$ cat config.mk
export PLATFORM = sky130hd
export DESIGN_NAME = tef_top
export DESIGN_NICKNAME = d
export VERILOG_FILES = /design/src/verilog/tef_pkg.sv /design/src/verilog/tef_tap_seq.sv /design/src/verilog/tef_top.sv
export VERILOG_INCLUDE_DIRS = /design/src /design/src/verilog
export SDC_FILE = /design/constraint.sdc
export NUM_CORES = 1
export LEC_CHECK = 0
export BUFFER_PORTS_ARGS = -buffer_cell sky130_fd_sc_hd__buf_2
export CORE_MARGIN = 5
export CORE_UTILIZATION = 39
export DETAILED_ROUTE_END_ITERATION = 6
export PLACE_DENSITY = 0.61
export SLEW_MARGIN = 10
export SYNTH_ARGS = -nofsm -noshare
export SYNTH_HDL_FRONTEND = slang
export SYNTH_SLANG_ARGS = --single-unit
$ cat constraint.sdc
create_clock -name CLK -period 4.43 [get_ports CLK]
set_input_delay 0.886 -clock CLK [delete_from_list [all_inputs] [get_ports CLK]]
set_output_delay 0.886 -clock CLK [all_outputs]
set_load 0.02 [all_outputs]
$ cat src/verilog/tef_defines.svh
/*
 * Register offsets, reset values and fixed sizes of the tap event flag block.
 * Assumes it is included by bare name from the package and the design modules.
 */
`ifndef TEF_DEFINES_SVH
`define TEF_DEFINES_SVH

`define TEF_ADDR_W 8
`define TEF_DATA_W 8
`define TEF_AXES 3
`define TEF_OFS_TAP_CONFIG 8'h21
`define TEF_OFS_TAP_SOURCE 8'h22
`define TEF_OFS_TAP_LATENCY 8'h27
`define TEF_RST_TAP_CONFIG 8'h00
`define TEF_RST_TAP_SOURCE 8'h00
`define TEF_RST_TAP_LATENCY 8'h00
`define TEF_RDATA_UNMAPPED 8'h00
`define TEF_CNT_ZERO 8'h00
`define TEF_CNT_ONE 8'h01

`endif

$ cat src/verilog/tef_pkg.sv
/*
 * Types shared by the tap event flag block: configuration and source layouts, sequencer states.
 * Assumes tef_defines.svh is on the include path.
 */
`include "tef_defines.svh"

package tef_pkg;

    // Configuration register layout, most significant bit first.
    typedef struct packed {
        logic double_tap_abort;
        logic flag_latch_on;
        logic z_double_tap_enable;
        logic z_single_tap_enable;
        logic y_double_tap_enable;
        logic y_single_tap_enable;
        logic x_double_tap_enable;
        logic x_single_tap_enable;
    } tef_cfg_t;

    // Source register layout, most significant bit first.
    typedef struct packed {
        logic tap_event_active;
        logic z_tap_hit;
        logic y_tap_hit;
        logic x_tap_hit;
        logic double_tap_flag;
        logic z_tap_sign;
        logic y_tap_sign;
        logic x_tap_sign;
    } tef_src_t;

    // Pulse qualifier inputs, one bit per axis, bit 0 is X.
    typedef struct packed {
        logic [`TEF_AXES-1:0] start;
        logic [`TEF_AXES-1:0] valid_end;
        logic [`TEF_AXES-1:0] negative;
    } tef_pulse_t;

    // Per-axis tap sequencer states.
    typedef enum logic [1:0] {
        TEF_IDLE,
        TEF_LATENCY,
        TEF_WINDOW
    } tef_seq_state_t;

endpackage : tef_pkg

$ cat src/verilog/tef_tap_seq.sv
/*
 * One axis of tap sequencing: single tap on a valid pulse end, latency blanking, second-tap window.
 * Assumes pulse start/end qualifiers and the sample tick are synchronous one-cycle pulses on clk.
 */
`include "tef_defines.svh"

module tef_tap_seq (
    input wire logic clk,
    input wire logic arst_n,
    input wire logic tick,
    input wire logic pulse_start,
    input wire logic pulse_end,
    input wire logic pulse_neg,
    input wire logic [`TEF_DATA_W-1:0] latency,
    input wire logic [`TEF_DATA_W-1:0] window,
    input wire logic abort_on,
    output logic single_evt,
    output logic double_evt,
    output logic evt_sign
);

    tef_pkg::tef_seq_state_t state_reg;
    logic [`TEF_DATA_W-1:0] cnt_reg;
    logic lat_pulse_reg;
    logic abort_reg;
    logic cnt_done;

    // A tick with the counter already at zero ends the current interval.
    assign cnt_done = tick && (cnt_reg == `TEF_CNT_ZERO);

    // Sequence state and interval counter.
    always_ff @(posedge clk or negedge arst_n) begin
        if (!arst_n) begin
            state_reg <= tef_pkg::TEF_IDLE;
            cnt_reg <= `TEF_CNT_ZERO;
        end else begin
            unique case (state_reg)
                tef_pkg::TEF_IDLE: begin
                    if (pulse_end) begin
                        state_reg <= tef_pkg::TEF_LATENCY;
                        cnt_reg <= latency;
                    end
                end
                tef_pkg::TEF_LATENCY: begin
                    // No pulse raises an event until the latency interval runs out; with abort on, one can still cancel the window.
                    if (cnt_done) begin
                        state_reg <= abort_reg ? tef_pkg::TEF_IDLE : tef_pkg::TEF_WINDOW;
                        cnt_reg <= window;
                    end else if (tick) begin
                        cnt_reg <= `TEF_DATA_W'(cnt_reg - `TEF_CNT_ONE);
                    end
                end
                tef_pkg::TEF_WINDOW: begin
                    if (pulse_end) begin
                        state_reg <= tef_pkg::TEF_LATENCY;
                        cnt_reg <= latency;
                    end else if (cnt_done) begin
                        state_reg <= tef_pkg::TEF_IDLE;
                    end else if (tick) begin
                        cnt_reg <= `TEF_DATA_W'(cnt_reg - `TEF_CNT_ONE);
                    end
                end
            endcase
        end
    end

    // Tracks a pulse that starts and ends inside latency; only with abort on does it cancel the double tap.
    always_ff @(posedge clk or negedge arst_n) begin
        if (!arst_n) begin
            lat_pulse_reg <= 1'b0;
            abort_reg <= 1'b0;
        end else if (state_reg != tef_pkg::TEF_LATENCY) begin
            lat_pulse_reg <= 1'b0;
            abort_reg <= 1'b0;
        end else begin
            if (pulse_start) begin
                lat_pulse_reg <= 1'b1;
            end
            if (abort_on && lat_pulse_reg && pulse_end) begin
                abort_reg <= 1'b1;
            end
        end
    end

    // Event strobes; with abort off the latency pulse never blocks the window.
    assign single_evt = (state_reg == tef_pkg::TEF_IDLE) && pulse_end;
    assign double_evt = (state_reg == tef_pkg::TEF_WINDOW) && pulse_end;
    assign evt_sign = pulse_neg;

endmodule : tef_tap_seq

$ cat src/verilog/tef_top.sv
/*
 * Tap event flag block: configuration, latency and source registers, per-axis sequencers,
 * source capture with optional latch, and the tap interrupt.
 * Assumes the serial protocol engine presents one-cycle register read and write strobes,
 * and that the pulse qualifiers and sample tick come from the threshold logic on CLK.
 */
`include "tef_defines.svh"

// Overview of operation
// - Abort off: latency pulse keeps double-tap detection
// - Abort on: latency-bounded pulse suspends double-tap
// - Latch on holds flags until source read
// - Per-axis double-tap enable, reset zero
// - Per-axis single-tap enable, reset zero
// - Flag shown only if axis and type enabled
// - Event-active set when any enabled event occurs
// - Separate hit bit per axis
// - Double-tap flag: one double, zero single
// - Per-axis sign: zero positive, one negative
// - Latched and active: status bits frozen
// - Source read clears all its status bits
// - Source read clears the tap interrupt
// - Pulses raise no event during programmable latency interval
module tef_top (
    input wire logic CLK,
    input wire logic ARST_N,
    input wire logic [`TEF_ADDR_W-1:0] REG_ADDR,
    input wire logic REG_WR,
    input wire logic [`TEF_DATA_W-1:0] REG_WDATA,
    input wire logic REG_RD,
    output logic [`TEF_DATA_W-1:0] REG_RDATA,
    output logic REG_RVALID,
    input wire logic ODR_TICK,
    input wire logic [`TEF_AXES-1:0] TAP_START,
    input wire logic [`TEF_AXES-1:0] TAP_END,
    input wire logic [`TEF_AXES-1:0] TAP_NEG,
    input wire logic [`TEF_DATA_W-1:0] TAP_WINDOW,
    output logic TAP_INT
);

    tef_pkg::tef_cfg_t tap_config_reg;
    tef_pkg::tef_src_t tap_source_reg;
    tef_pkg::tef_src_t tap_source_next;
    tef_pkg::tef_pulse_t pulse_in;
    logic [`TEF_DATA_W-1:0] tap_latency_window_reg;
    logic [`TEF_DATA_W-1:0] rdata_next;
    logic [`TEF_AXES-1:0] single_evt;
    logic [`TEF_AXES-1:0] double_evt;
    logic [`TEF_AXES-1:0] evt_sign;
    logic [`TEF_AXES-1:0] single_ok;
    logic [`TEF_AXES-1:0] double_ok;
    logic [`TEF_AXES-1:0] axis_hit;
    logic [`TEF_AXES-1:0] axis_sign;
    logic any_event;
    logic source_read;
    logic frozen;

    // Picks the enable bit for one axis and event type from the configuration word.
    function automatic logic axis_enable(input tef_pkg::tef_cfg_t cfg, input int axis, input logic dbl);
        logic [5:0] bits;
        bits = {cfg.z_double_tap_enable, cfg.z_single_tap_enable,
                cfg.y_double_tap_enable, cfg.y_single_tap_enable,
                cfg.x_double_tap_enable, cfg.x_single_tap_enable};
        axis_enable = dbl ? bits[2 * axis + 1] : bits[2 * axis];
    endfunction : axis_enable

    // True when the bus addresses the given register.
    function automatic logic addr_hit(input logic [`TEF_ADDR_W-1:0] addr, input logic [`TEF_ADDR_W-1:0] ofs);
        addr_hit = (addr == ofs);
    endfunction : addr_hit

    // Gathers the per-axis pulse qualifiers into one carrier.
    assign pulse_in = '{start: TAP_START, valid_end: TAP_END, negative: TAP_NEG};

    // One sequencer per axis, each blanking its own latency interval.
    genvar gi;
    generate
        for (gi = 0; gi < `TEF_AXES; gi = gi + 1) begin : g_axis
            tef_tap_seq u_seq (
                .clk(CLK),
                .arst_n(ARST_N),
                .tick(ODR_TICK),
                .pulse_start(pulse_in.start[gi]),
                .pulse_end(pulse_in.valid_end[gi]),
                .pulse_neg(pulse_in.negative[gi]),
                .latency(tap_latency_window_reg),
                .window(TAP_WINDOW),
                .abort_on(tap_config_reg.double_tap_abort),
                .single_evt(single_evt[gi]),
                .double_evt(double_evt[gi]),
                .evt_sign(evt_sign[gi])
            );

            // An event counts only when both its axis and its type are enabled.
            assign single_ok[gi] = single_evt[gi] && axis_enable(tap_config_reg, gi, 1'b0);
            assign double_ok[gi] = double_evt[gi] && axis_enable(tap_config_reg, gi, 1'b1);
            assign axis_hit[gi] = single_ok[gi] || double_ok[gi];
            assign axis_sign[gi] = axis_hit[gi] && evt_sign[gi];
        end
    endgenerate

    // Source read strobe, and the freeze condition while latching holds an event.
    assign source_read = REG_RD && addr_hit(REG_ADDR, `TEF_OFS_TAP_SOURCE);
    assign any_event = |axis_hit;
    assign frozen = tap_config_reg.flag_latch_on && tap_source_reg.tap_event_active;

    // Next source value; a new event in the read cycle wins over the clear.
    always_comb begin
        tap_source_next = tap_source_reg;
        if (any_event && (!frozen || source_read)) begin
            tap_source_next.tap_event_active = 1'b1;
            tap_source_next.x_tap_hit = axis_hit[0];
            tap_source_next.y_tap_hit = axis_hit[1];
            tap_source_next.z_tap_hit = axis_hit[2];
            tap_source_next.double_tap_flag = |double_ok;
            tap_source_next.x_tap_sign = axis_sign[0];
            tap_source_next.y_tap_sign = axis_sign[1];
            tap_source_next.z_tap_sign = axis_sign[2];
        end else if (source_read) begin
            tap_source_next = tef_pkg::tef_src_t'(`TEF_RST_TAP_SOURCE);
        end
    end

    // Source register; shut to new events only while latching freezes it, and cleared by a source read that meets no new event.
    always_ff @(posedge CLK or negedge ARST_N) begin
        if (!ARST_N) begin
            tap_source_reg <= tef_pkg::tef_src_t'(`TEF_RST_TAP_SOURCE);
        end else begin
            tap_source_reg <= tap_source_next;
        end
    end

    // Configuration register writes.
    always_ff @(posedge CLK or negedge ARST_N) begin
        if (!ARST_N) begin
            tap_config_reg <= tef_pkg::tef_cfg_t'(`TEF_RST_TAP_CONFIG);
        end else if (REG_WR && addr_hit(REG_ADDR, `TEF_OFS_TAP_CONFIG)) begin
            tap_config_reg <= tef_pkg::tef_cfg_t'(REG_WDATA);
        end
    end

    // Latency register writes.
    always_ff @(posedge CLK or negedge ARST_N) begin
        if (!ARST_N) begin
            tap_latency_window_reg <= `TEF_RST_TAP_LATENCY;
        end else if (REG_WR && addr_hit(REG_ADDR, `TEF_OFS_TAP_LATENCY)) begin
            tap_latency_window_reg <= REG_WDATA;
        end
    end

    // Read multiplexer; unmapped addresses read as zero.
    always_comb begin
        if (addr_hit(REG_ADDR, `TEF_OFS_TAP_CONFIG)) begin
            rdata_next = tap_config_reg;
        end else if (addr_hit(REG_ADDR, `TEF_OFS_TAP_SOURCE)) begin
            rdata_next = tap_source_reg;
        end else if (addr_hit(REG_ADDR, `TEF_OFS_TAP_LATENCY)) begin
            rdata_next = tap_latency_window_reg;
        end else begin
            rdata_next = `TEF_RDATA_UNMAPPED;
        end
    end

    // Read data returns the value seen before the read's own clear.
    always_ff @(posedge CLK or negedge ARST_N) begin
        if (!ARST_N) begin
            REG_RDATA <= `TEF_RDATA_UNMAPPED;
            REG_RVALID <= 1'b0;
        end else begin
            REG_RVALID <= REG_RD;
            if (REG_RD) begin
                REG_RDATA <= rdata_next;
            end
        end
    end

    // Interrupt follows the event-active flag, so a source read drops it.
    always_ff @(posedge CLK or negedge ARST_N) begin
        if (!ARST_N) begin
            TAP_INT <= 1'b0;
        end else begin
            TAP_INT <= tap_source_next.tap_event_active;
        end
    end

endmodule : tef_top

# Yosys cells after proc, flatten, opt, wreduce, memory -nomap -nowiden
# Index checks and enable logic that the tools add are counted.
# W data, S select, Z words.
# classes
add_sub_neg	3
n_eq_ne	24
mux	53
reduce_logical	55
# op_table
op	n
$mux W8	20
$pmux W8 S3	3
$mux W2	15
$logic_and A1 B1 Y1	29
$eq A8 B6 Y1 const B	3
$logic_not A8 Y1	3
$sub A8 B1 Y8 const B	3
$pmux W2 S3	3
$reduce_bool A2 Y1	7
$mux W1	12
$ne A2 B1 Y1 const B	6
$ne A3 B2 Y1 const B	3
$ne A3 B3 Y1 const B	3
$reduce_and A3 Y1	3
$eq A2 B1 Y1 const B	3
$eq A2 B2 Y1 const B	3
$logic_not A2 Y1	3
$ne A2 B2 Y1 const B	3
$reduce_and A2 Y1	3
$reduce_or A3 Y1	2
$logic_or A1 B1 Y1	4
$logic_not A1 Y1	1
# totals
register_bits	69
input_bits	38
wordCells	166

# Longest topological paths before layout
# Gate-level depths: netlist of run 1.
# logic_depth
ltp_word	7
depth_mapped	9
mapped_depth_nobuf	7

# Cells and area by module
# From an unflattened synthesis of run 1, not the netlist that was laid out.
# hier_totals
cells_unflattened	479
hier_area_um2	4523.1
# modules_own_cells
module	instances	cells_per_inst	area_per_inst_um2	seq_area_each_um2
tef_tap_seq (g_axis[0].u_seq ...)	2	127	1024.7	300.3
tef_top	1	114	1527.7	825.8
tef_tap_seq (g_axis[2].u_seq)	1	111	945.9	300.3

# Worst setup path after synthesis of run 1
# No wires, ideal clock.
# synth_timing
kind	input -> register
start	input port ODR_TICK
end	register g_axis[1].u_seq.cnt_reg[7]
t_arrival_ns	2.093
required_time_ns	4.297
setup_slack_ns	2.204
stages	6
cell_sequence	buf_6 > or4b_4 > nor2_2 > xor2_1 > a2111oi_2 > nor3_2
# synth_via
elab_chain_cells	4
# synth_rtl
item	line_no	text
start: declaration	tef_top.sv:33	input wire logic ODR_TICK,
$mux W8 (3 in a row)	n/a	
$pmux W8 S3	tef_tap_seq.sv:37	unique case (state_reg)
end signal: assignment	tef_tap_seq.sv:35	cnt_reg <= `TEF_CNT_ZERO;
end signal: assignment	tef_tap_seq.sv:41	cnt_reg <= latency;
end signal: assignment	tef_tap_seq.sv:48	cnt_reg <= window;
end: declaration	tef_tap_seq.sv:23	logic [`TEF_DATA_W-1:0] cnt_reg;
# Parallel ways exist; a longest one is shown, timed or not. The select of a mux whose other input is x is not followed.
# A chain may end at the register's enable or synchronous reset.

# Worst setup path in the final report of run 1
# layout_timing
start	input port ODR_TICK
end	register g_axis[2].u_seq.cnt_reg[0]
# layout_via
elab_chain_cells	4
# layout_rtl
item	line_no
$mux W8 (3 in a row)	n/a
$pmux W8 S3	tef_tap_seq.sv:37
end signal: assignment	tef_tap_seq.sv:35
end signal: assignment	tef_tap_seq.sv:41
end signal: assignment	tef_tap_seq.sv:48
end: declaration	tef_tap_seq.sv:23
# Parallel ways exist; a longest one is shown, timed or not. The select of a mux whose other input is x is not followed.

==> results.md, run 1 <==
* First-pass GRT wire length at 20,960 µm
* Max-cap viol count at 0
* Synth top area cells: dfrtp_1 38%, nand2_1 4.6%, mux2_2 4.2%
* Crit end category: flop
* Finish-stage setup viols at 0
* Max Slew Vio Count at 0
* Worst path max stage delay at around 0.44 ns
* Core Util, Final at between 40% and 50%
* Unique masters post-synth at 77
* Total GRT Usage at 18.58%
* Area Overhead vs Synth at 13.00%
* Slowest-stage cell, CP: nor4b_4
* Leakage power at 2.297 nW
* Vias/cell at ~6
* H-Tree Depth at 3
* Worst Skew at 0.008312 ns
* Area occupied by registers at 1727 µm²
* Initial Utilization at 39.63%
* Final antenna-violating net count at 0
* RSZ-0062 raised after global routing: false
* Area of the multi-input gates at between 2000 and 3000 µm²
* Crit path DAT at roughly 2.7 ns
* Top Ports at between 40 and 50
* Initial antenna violation count at 1
* Grt total ovfl at 0
* VDD IR max at 0.2168 mV
* Dpl hpwl at 9326 µm
* Main synth FF type: dfrtp_1
* M3 GR Usage at 4.181%
* Clock root buffer: clkbuf_16
* Syn avg cell area at 9.214 µm²
* Yosys reg bits at 69
* Clk pwr share at 22.1%
* Crit Path Max Fanout at 22
* Worst slew margin at between 50% and 60%
* Cells along the critical path: buf_2, nor4b_4, and2_1, a21o_1, nand2_1, o31a_1
* Met1 Use GR at roughly 26%
* Layout cells sized above 1 at about a fifth
* Sequential-to-total area share from yosys stat at 38.32%
* Post-CTS sizing at 0
* Setup TNS at 0 ns
* Fillers at roughly 1,100
* # DRC at 0
* Fin. Hold Viols at 0
* Reg2Reg Depth at 7
* Syn_nets at 542
* Combinational share of power at ~47%
* Gr busiest metal: met2
* Die area at 13,800 µm²
* CTS tree: done
* Maximum clock insertion buffer count at 2
* Buffers & Inverters on Critical Path at 1
* Via count at ~4,000
* FFs w/ async S/R, synth at 100.0%
* Switching Fraction at 43.31%
* Worst path required time at ~4.7 ns
* Routability cong. at 0.8790
* Worst-Skew Late Latency at 0.34 ns
* Share of power burned in registers at 30.9%
* Pwr/cell area at 599.4 nW/µm²
* Pin count of the biggest net entering global routing at 49
* Total CTS buffers at 9
* Reg-to-Reg Start: g_axis[2].u_seq.state_reg[0]
* Top-count cell post-synth: dfrtp_1
* Wire per inst at around 19 µm
* Net Switching at 1.322 mW
* Yosys top cell area share at 38.32%
* Number of inserted diodes at 0
* Die height at 117.5 µm
* Nets@finish at 576
* Reg2Reg Setup Slack at 2.20 ns
* Min Tclk post-route at 2.440 ns
* Cts hold-fix bufs at 0
* Initial drt markers at 252
* Synth top cells by count: 69 x dfrtp_1, 55 x nand2_1, 34 x nor2_1
* Final period util at 55.07%
* Worst slew pin tran at approximately 0.64 ns
* Worst-path clk slew at 0.06 ns
* Clk sinks at 69
* Vias in the first global route at 4,018
* Hold Crit Class: input pin to asynchronous set/reset pin
* Core area at 11,370 µm²
* Crit-path leading delay family: simple AND/OR/NAND/NOR gates
* Reg-to-Reg End: g_axis[2].u_seq.cnt_reg[5]
* Netlist Area Pre-Place at 4506 µm²
* Postcts setup bufs at 0
* # port buffers at 47
* Die width at 117.5 µm
* Crit path kind: input pin to flop
* Post-synthesis cell count at slightly below 500
* Power Internal at 1.730 mW
* Largest register FFs at 24
* Hold slack at roughly 0.44 ns
* Pre-antenna DRT Iters at 7
* Post-synth EDFFs at 0
* Num rows at 39
* Grt met2 use at 28.39%
* Syn. warnings at 0
* Area leader, netlist: dfrtp_1
* Startpoint class of the critical path: input pin
* Routed WL at 12,730 µm
* Status: finished clean
* Achievable clock frequency at 409.9 MHz
==> cell type report <==
type | count | area share [%]
flip-flops and latches | 69 | 33.92
well taps | 143 | 3.514
clock inverters | 6 | 0.9339
repair buffers | 50 | 5.308
multi-input cells | 369 | 50.06
inverters | 24 | 1.769
clock buffers | 10 | 4.497
==> per-layer routing <==
metal	part of all wire, %	vias up
met5	0.055	-
met4	2.4	2
met3	5.7	31
met2	45	146
met1	47	1933
li1	-	1869
==> power groups by stage <==
stage                     clock network [mW]  registers, mW  logic (mW)
after CTS                              0.684          0.942        1.41
final                                  0.675          0.944        1.43
after floorplan                            0          0.906        1.12
after global routing                   0.719          0.966        1.61
after global placement                     0          0.947        1.38
after detailed placement                   0          0.954        1.40
==> cells in the final DEF, fill, tap and decap left out, types with 4 or more instances in the layout <==
cell and instances:
a21o_1 5, o22ai_1 4, and2_1 6, a31oi_1 10, nor2_1 34, nand2_1 55, ha_1 15, dfrtp_1 69
o21ai_1 11, inv_1 24, o32ai_1 8, a21oi_1 30, xnor2_1 5, buf_2 47, o21ai_0 12, a22o_1 8
o21a_1 4, nand4_1 7, nor2b_1 10, clkbuf_16 9, and3_1 6, nand2b_1 5, xor2_1 9, a32oi_1 6
nor3_1 9, nand3_1 18, o211ai_1 8, mux2_2 17
==> cells by family after synthesis <==
kind of cell	count (synthesis)	share of synthesized area, %
AND/OR/NAND/NOR	178	22.24
AO/OA/AOI/OAI	142	22.49
flip-flops	69	38.32
buffers and inverters	51	5.110
multiplexers	20	4.943
adder cells (fa/ha/maj)	15	4.166
XOR/XNOR	14	2.722
==> worst max path at each step <==
stage                  start  cells after the start                         end
floorplan           ODR_TICK                      6  g_axis[1].u_seq.cnt_reg[7]
CTS                 ODR_TICK                      6  g_axis[2].u_seq.cnt_reg[0]
finish              ODR_TICK                      6  g_axis[2].u_seq.cnt_reg[0]
detailed placement  ODR_TICK                      6  g_axis[2].u_seq.cnt_reg[0]
global placement    ODR_TICK                      6  g_axis[2].u_seq.cnt_reg[0]
global route        ODR_TICK                      6  g_axis[2].u_seq.cnt_reg[1]
==> worst reg2reg max path: stages (launching register included) <==
cell and delay, ns:
dfrtp_1 0.40, inv_1 0.09, ha_1 0.43, nor2b_1 0.50, nor2_1 0.13, nor4_1 0.33, a311oi_1 0.08, o211ai_1 0.19
==> through the flow <==
stage          setup WS, ns  area (µm²)  cells  total power, mW
2_1_floorplan         2.204        4506    489            2.028
3_3_place_gp          1.745        4795    654            2.326
3_5_place_dp          1.684        4795    654            2.357
4_1_cts               2.022        5071    670            3.041
5_1_grt               1.825        5091    671            3.291
6_report              1.990        5091    671            3.052
No activity file was read; power rests on OpenSTA's default activity.
==> run 2: changes to the inputs <==
clock period = 2.4 ns   (was 4.43 ns; I/O delays follow)
==> results.md, run 2 (same netlist as run 1, synthesis figures left out) <==
* Final period util at just under 90%
* Most common cell after layout, fill and taps aside: dfrtp_1
* Min Tclk post-route at 2.124 ns
* Area Overhead vs Synth at 14.72%
* First-pass GRT wire length at 20,820 µm
* Clk sinks at 69
* Number of inserted diodes at 0
* M1 WL at 5842 µm
* Cts hold-fix bufs at 0
* Buffers & Inverters on Critical Path at 1
* Worst-Skew Late Latency at 0.35 ns
* Most frequent cells in the layout: 69 x dfrtp_1, 55 x nand2_1, 47 x buf_2, 34 x nor2_1, 30 x a21oi_1
* Setup TNS at 0 ns
* Leakage power at 2.342 nW
* Core Util, Final at 45.46%
* Crit path DAT at 2.36 ns
* Hold slack at between 0.15 and 0.2 ns
* Routability cong. at 0.9030
* Achievable clock frequency at around 470 MHz
* Dpl hpwl at 9231 µm
* Max Slew Vio Count at 0
* Fin. Hold Viols at 0
* Initial antenna violation count at 1
* Routed WL at approximately 13,000 µm
* Worst slew margin at 63.81%
* Hold Crit Class: input pin to asynchronous set/reset pin
* Startpoint class of the critical path: flop
* Pre-CTS setup slack at 0.2035 ns
* Max Used Layer: met5
* Max-cap viol count at 0
* Total CTS buffers at 9
* Largest register FFs at 24
* Crit Path Max Fanout at 9
* Slowest-stage cell, CP: dfrtp_1
* Crit end category: flop
* Crit-path leading delay family: simple AND/OR/NAND/NOR gates
* RSZ-0062 raised after global routing: false
* Top Ports at 48
* Status: finished clean
* Vias in the first global route at 3,866
* CTS tree: done
* Clock root buffer: clkbuf_16
* Placed insts at roughly 660
* Initial Utilization at 39.63%
* Crit path kind: flop to flop
* Die area at 13,800 µm²
* Via count at 4,000
* # DRC at 0
* Grt total ovfl at 0
* Nets@finish at 583
* Postcts setup bufs at 0
* Initial drt markers at 292
* Fin cells at about 680
* Pwr/cell area at 1118 nW/µm²
* Pin count of the biggest net entering global routing at 70
* Layout cells sized above 1 at 20.93%
* Pre-antenna DRT Iters at 5
* Worst path max stage delay at 0.40 ns
* Wire length on met3 at 888 µm
* Wire per inst at 18.83 µm
* # port buffers at 47
* Vias/cell at 5.900
* Worst Skew at between 0.009 and 0.01 ns
* Core area at 11,370 µm²
* Total GRT Usage at 18.57%
* Cells along the critical path: inv_1, ha_1, nor4b_2, and2_1, a21o_1, nand2_1, o31a_1
* Final antenna-violating net count at 0
* Worst path required time at 2.63 ns
* Die height at 117.5 µm
* Num rows at 39
* Die width at around 120 µm
* Reg2Reg Depth at 7
* Post-CTS sizing at 0
* CP Depth at 7
* WL met2 at 5627 µm
* Worst slew pin tran at around 0.54 ns
* VDD IR max at approximately 0.4 mV
* H-Tree Depth at 3
* Worst-path clk slew at 0.06 ns
* Maximum clock insertion buffer count at 2
* Finish-stage setup viols at 0
* Fin worst setup slack at 0.2760 ns
==> run 2: changes by cell type in the layout (fill, tap and decap cells not counted), sizes merged <==
| cell | previous run | this run |
|---|---|---|
| inv | 26 | 25 |
| clkinvlp | 1 | 2 |
| buf | 50 | 57 |
| clkbuf | 10 | 11 |
| clkinv | 3 | 1 |
| bufinv | 0 | 1 |
==> run 2: cell type report <==
cell class	count	area, µm²
clock inverters	5	58.81
flip-flops and latches	69	1727
fillers	1112	6201
well taps	143	178.9
inverters	24	90.09
clock buffers	11	242.7
repair buffers	57	322.8
multi-input cells	369	2549
==> run 2: per-stage QoR <==
| stage | cell area, µm² | total power, mW |
|---|---|---|
| floorplan | 4506 | 3.744 |
| global placement | 4867 | 4.335 |
| detailed placement | 4867 | 4.391 |
| CTS | 5169 | 5.781 |
| global route | 5169 | 6.187 |
| finish | 5169 | 5.779 |
==> run 2: worst paths after layout <==
| path | to | from | slack (ns) |
|---|---|---|---|
| min in group CLK | g_axis[2].u_seq.lat_pulse_reg | TAP_START[2] | 0.35 |
| max in group asynchronous | tap_latency_window_reg[6] | ARST_N | 1.92 |
| worst min-delay path | tap_config_reg[1] | ARST_N | 0.16 |
| worst max register to register | g_axis[2].u_seq.cnt_reg[0] | g_axis[2].u_seq.cnt_reg[0] | 0.28 |
| worst max-delay path | g_axis[2].u_seq.cnt_reg[0] | g_axis[2].u_seq.cnt_reg[0] | 0.28 |
| worst min register to register | g_axis[0].u_seq.state_reg[1] | g_axis[0].u_seq.abort_reg | 0.46 |
==> run 2: metal layers <==
metal  track usage [%]  up-vias
li1                  -     1882
met1             26.34     1914
met2             27.09      173
met3             4.517       29
met4             7.527        2
met5                 0        -
==> run 2: worst reg2reg max path: stages (launching register included) <==
cell and delay, ns:
dfrtp_1 0.40, inv_1 0.12, ha_1 0.22, nor4b_2 0.35, and2_1 0.32, a21o_1 0.38, nand2_1 0.11, o31a_1 0.11
==> run 2: power breakdown <==
| group | leakage [nW] | total [mW] | switching, mW | internal, mW |
|---|---|---|---|---|
| logic | 1.28 | 2.67 | 1.58 | 1.09 |
| registers | 0.918 | 1.75 | 0.315 | 1.43 |
| clock network | 0.142 | 1.36 | 0.527 | 0.835 |
| total | 2.34 | 5.78 | 2.42 | 3.36 |
==> run 3: changes to the inputs <==
SYNTH_HIERARCHICAL = 1   (was default)
==> results.md, run 3 <==
* Cells along the critical path: inv_1, ha_1, nand3b_1, or3_4, a21oi_2, o21ai_2, mux2_1
* Worst path max stage delay at between 0.4 and 0.5 ns
* Grt total ovfl at 0
* Pre-antenna DRT Iters at 5
* Final period util at between 90% and 100%
* Die area at 13,850 µm²
* RSZ-0062 raised after global routing: false
* Die height at 117.7 µm
* Most common cell after layout, fill and taps aside: dfrtp_1
* Clk pwr share at about 22%
* Reg2Reg Setup Slack at around 0.22 ns
* Area occupied by registers at 1727 µm²
* Leakage power at 2.385 nW
* Worst-Skew Late Latency at between 0.3 and 0.4 ns
* Max-cap viol count at 0
* # DRC at 0
* Finish-stage setup viols at 0
* Maximum clock insertion buffer count at 2
* Top-count cell post-synth: dfrtp_1
* Most frequent cells in the layout: 69 x dfrtp_1, 47 x buf_2, 29 x inv_1, 28 x nor2_1, 28 x nand2_1
* Final antenna-violating net count at 0
* Top Ports at between 40 and 50
* Worst-path clk slew at 0.06 ns
* Pin count of the biggest net entering global routing at 70
* Setup TNS at 0 ns
* Number of inserted diodes at 0
* Pwr/cell area at 1212 nW/µm²
* Vias/cell at approximately 6.0
* First-pass GRT wire length at around 22,000 µm
* Layout cells sized above 1 at 22.03%
* Total CTS buffers at 9
* Worst slew pin tran at 0.5984 ns
* Crit path kind: flop to flop
* Yosys top cell area share at 38.17%
* Syn avg cell area at 9.443 µm²
* Core Util, Final at between 40% and 50%
* Area leader, netlist: dfrtp_1
* Dpl hpwl at between 9000 and 10,000 µm
* Clock root buffer: clkbuf_16
* Startpoint class of the critical path: flop
* Main synth FF type: dfrtp_1
* Crit Path Max Fanout at 7
* Initial antenna violation count at 0
* Hold slack at 0.1561 ns
* Min Tclk post-route at ~2.2 ns
* Pre-CTS setup slack at 0.2319 ns
* Num rows at 39
* Post-synthesis cell count at around 480
* Share of power burned in registers at 28.9%
* Fin worst setup slack at roughly 0.22 ns
* Crit path DAT at ~2.4 ns
* Area of the multi-input gates at 2564 µm²
* Max Slew Vio Count at 0
* Combinational share of power at 49.0%
* Net Switching at roughly 2.6 mW
* Status: finished clean
* H-Tree Depth at 3
* Fin. Hold Viols at 0
* Reg2Reg Depth at 7
* Syn_nets at 529
* Nets@finish at 578
* Synth top area cells: dfrtp_1 38%, mux2_2 4.0%, ha_1 3.3%
* Hold Crit Class: input pin to asynchronous set/reset pin
* Via count at 4,060
* Routed WL at 13,310 µm
* Largest register FFs at 24
* Unique masters post-synth at 70
* Power Internal at roughly 3.7 mW
* CTS tree: done
* # port buffers at 47
* Slowest-stage cell, CP: dfrtp_1
* Fillers at 1,126
* Post-synth EDFFs at 0
* Netlist Area Pre-Place at between 4000 and 5000 µm²
* Total GRT Usage at between 10% and 20%
* Wire per inst at 19.75 µm
* Die width at 117.7 µm
* VDD IR max at 0.5378 mV
* Sequential-to-total area share from yosys stat at 38.17%
* Reg-to-Reg End: g_axis[1].u_seq/state_reg[1]
* Post-CTS sizing at 0
* Worst Skew at ~0.0064 ns
* Vias in the first global route at approximately 4,100
* Clk sinks at 69
* Initial drt markers at 161
* Crit end category: flop
* Achievable clock frequency at ~460 MHz
* Yosys reg bits at 69
* Switching Fraction at about two fifths
* Initial Utilization at between 30% and 40%
* Reg-to-Reg Start: g_axis[1].u_seq/cnt_reg[0]
* Final Total Pwr at ~6.3 mW
* Routability cong. at 0.9489
* Syn. warnings at 6
* Worst slew margin at 59.96%
* Area Overhead vs Synth at 15.38%
* FFs w/ async S/R, synth at 100.0%
* Core area at about 11,000 µm²
* Postcts setup bufs at 0
* Worst path required time at 2.61 ns
* Synth top cells by count: 69 x dfrtp_1, 29 x inv_1, 28 x nand2_1, 28 x nor2_1, 23 x nor2b_1
* Cts hold-fix bufs at 0
==> run 3: worst max path at each step <==
stage                                   endpoint  cells after the start  slack, ns                          from
finish              g_axis[1].u_seq/state_reg[1]                      7       0.22    g_axis[1].u_seq/cnt_reg[0]
global route                   tap_source_reg[0]                      7       0.06  g_axis[1].u_seq/state_reg[0]
CTS                            tap_source_reg[0]                      7       0.23  g_axis[1].u_seq/state_reg[0]
detailed placement    g_axis[0].u_seq/cnt_reg[7]                      7       0.23                      ODR_TICK
global placement      g_axis[2].u_seq/cnt_reg[7]                      6       0.28                      ODR_TICK
floorplan           g_axis[0].u_seq/state_reg[0]                      6       0.32    g_axis[0].u_seq/cnt_reg[3]
==> run 3: stage by stage <==
step	instance area, µm²	std cells
after floorplan	4523	479
after global placement	4916	660
after detailed placement	4916	660
after CTS	5219	674
after global routing	5219	674
final	5219	674
==> run 3: final cells by class <==
class	instances	area share [%]
Tap cell	143	3.428
Clock buffer	9	4.316
Clock inverter	5	1.486
Multi-Input combinational cell	360	49.12
Timing Repair Buffer	59	6.473
Sequential cell	69	33.09
Inverter	29	2.086
==> run 3: logic make-up after synthesis <==
group	count (synthesis)	synth area share, %
mux	26	6.362
buf+inv	50	5.145
simple gates	161	21.19
fa+ha+maj	12	3.319
flops	69	38.17
compound gates	160	25.62
xor+xnor	1	0.1937
==> run 3: worst max-delay path, delay by kind of cell, from the launching register on <==
kind                     cells  cell delay (ns)
flip-flops                   1             0.41
AND/OR/NAND/NOR              2             0.65
buffers and inverters        1             0.12
multiplexers                 1             0.33
AO/OA/AOI/OAI                2             0.23
adder cells (fa/ha/maj)      1             0.31
==> run 3: layer usage <==
layer | part of all wire, % | wire (µm) | track usage, %
met1 | 44 | 5907 | 26.89
met3 | 4.9 | 657 | 2.931
met4 | 2.6 | 346 | 6.882
met2 | 48 | 6403 | 31.44
met5 | 0 | 0 | 0
==> run 3: power groups by stage <==
stage	Combinational, mW	Clock, mW	Sequential, mW
after floorplan	2.48	0	1.70
after global placement	3.01	0	1.83
after global routing	3.43	1.48	1.88
final	3.10	1.40	1.83
after detailed placement	3.04	0	1.84
after CTS	3.07	1.42	1.82
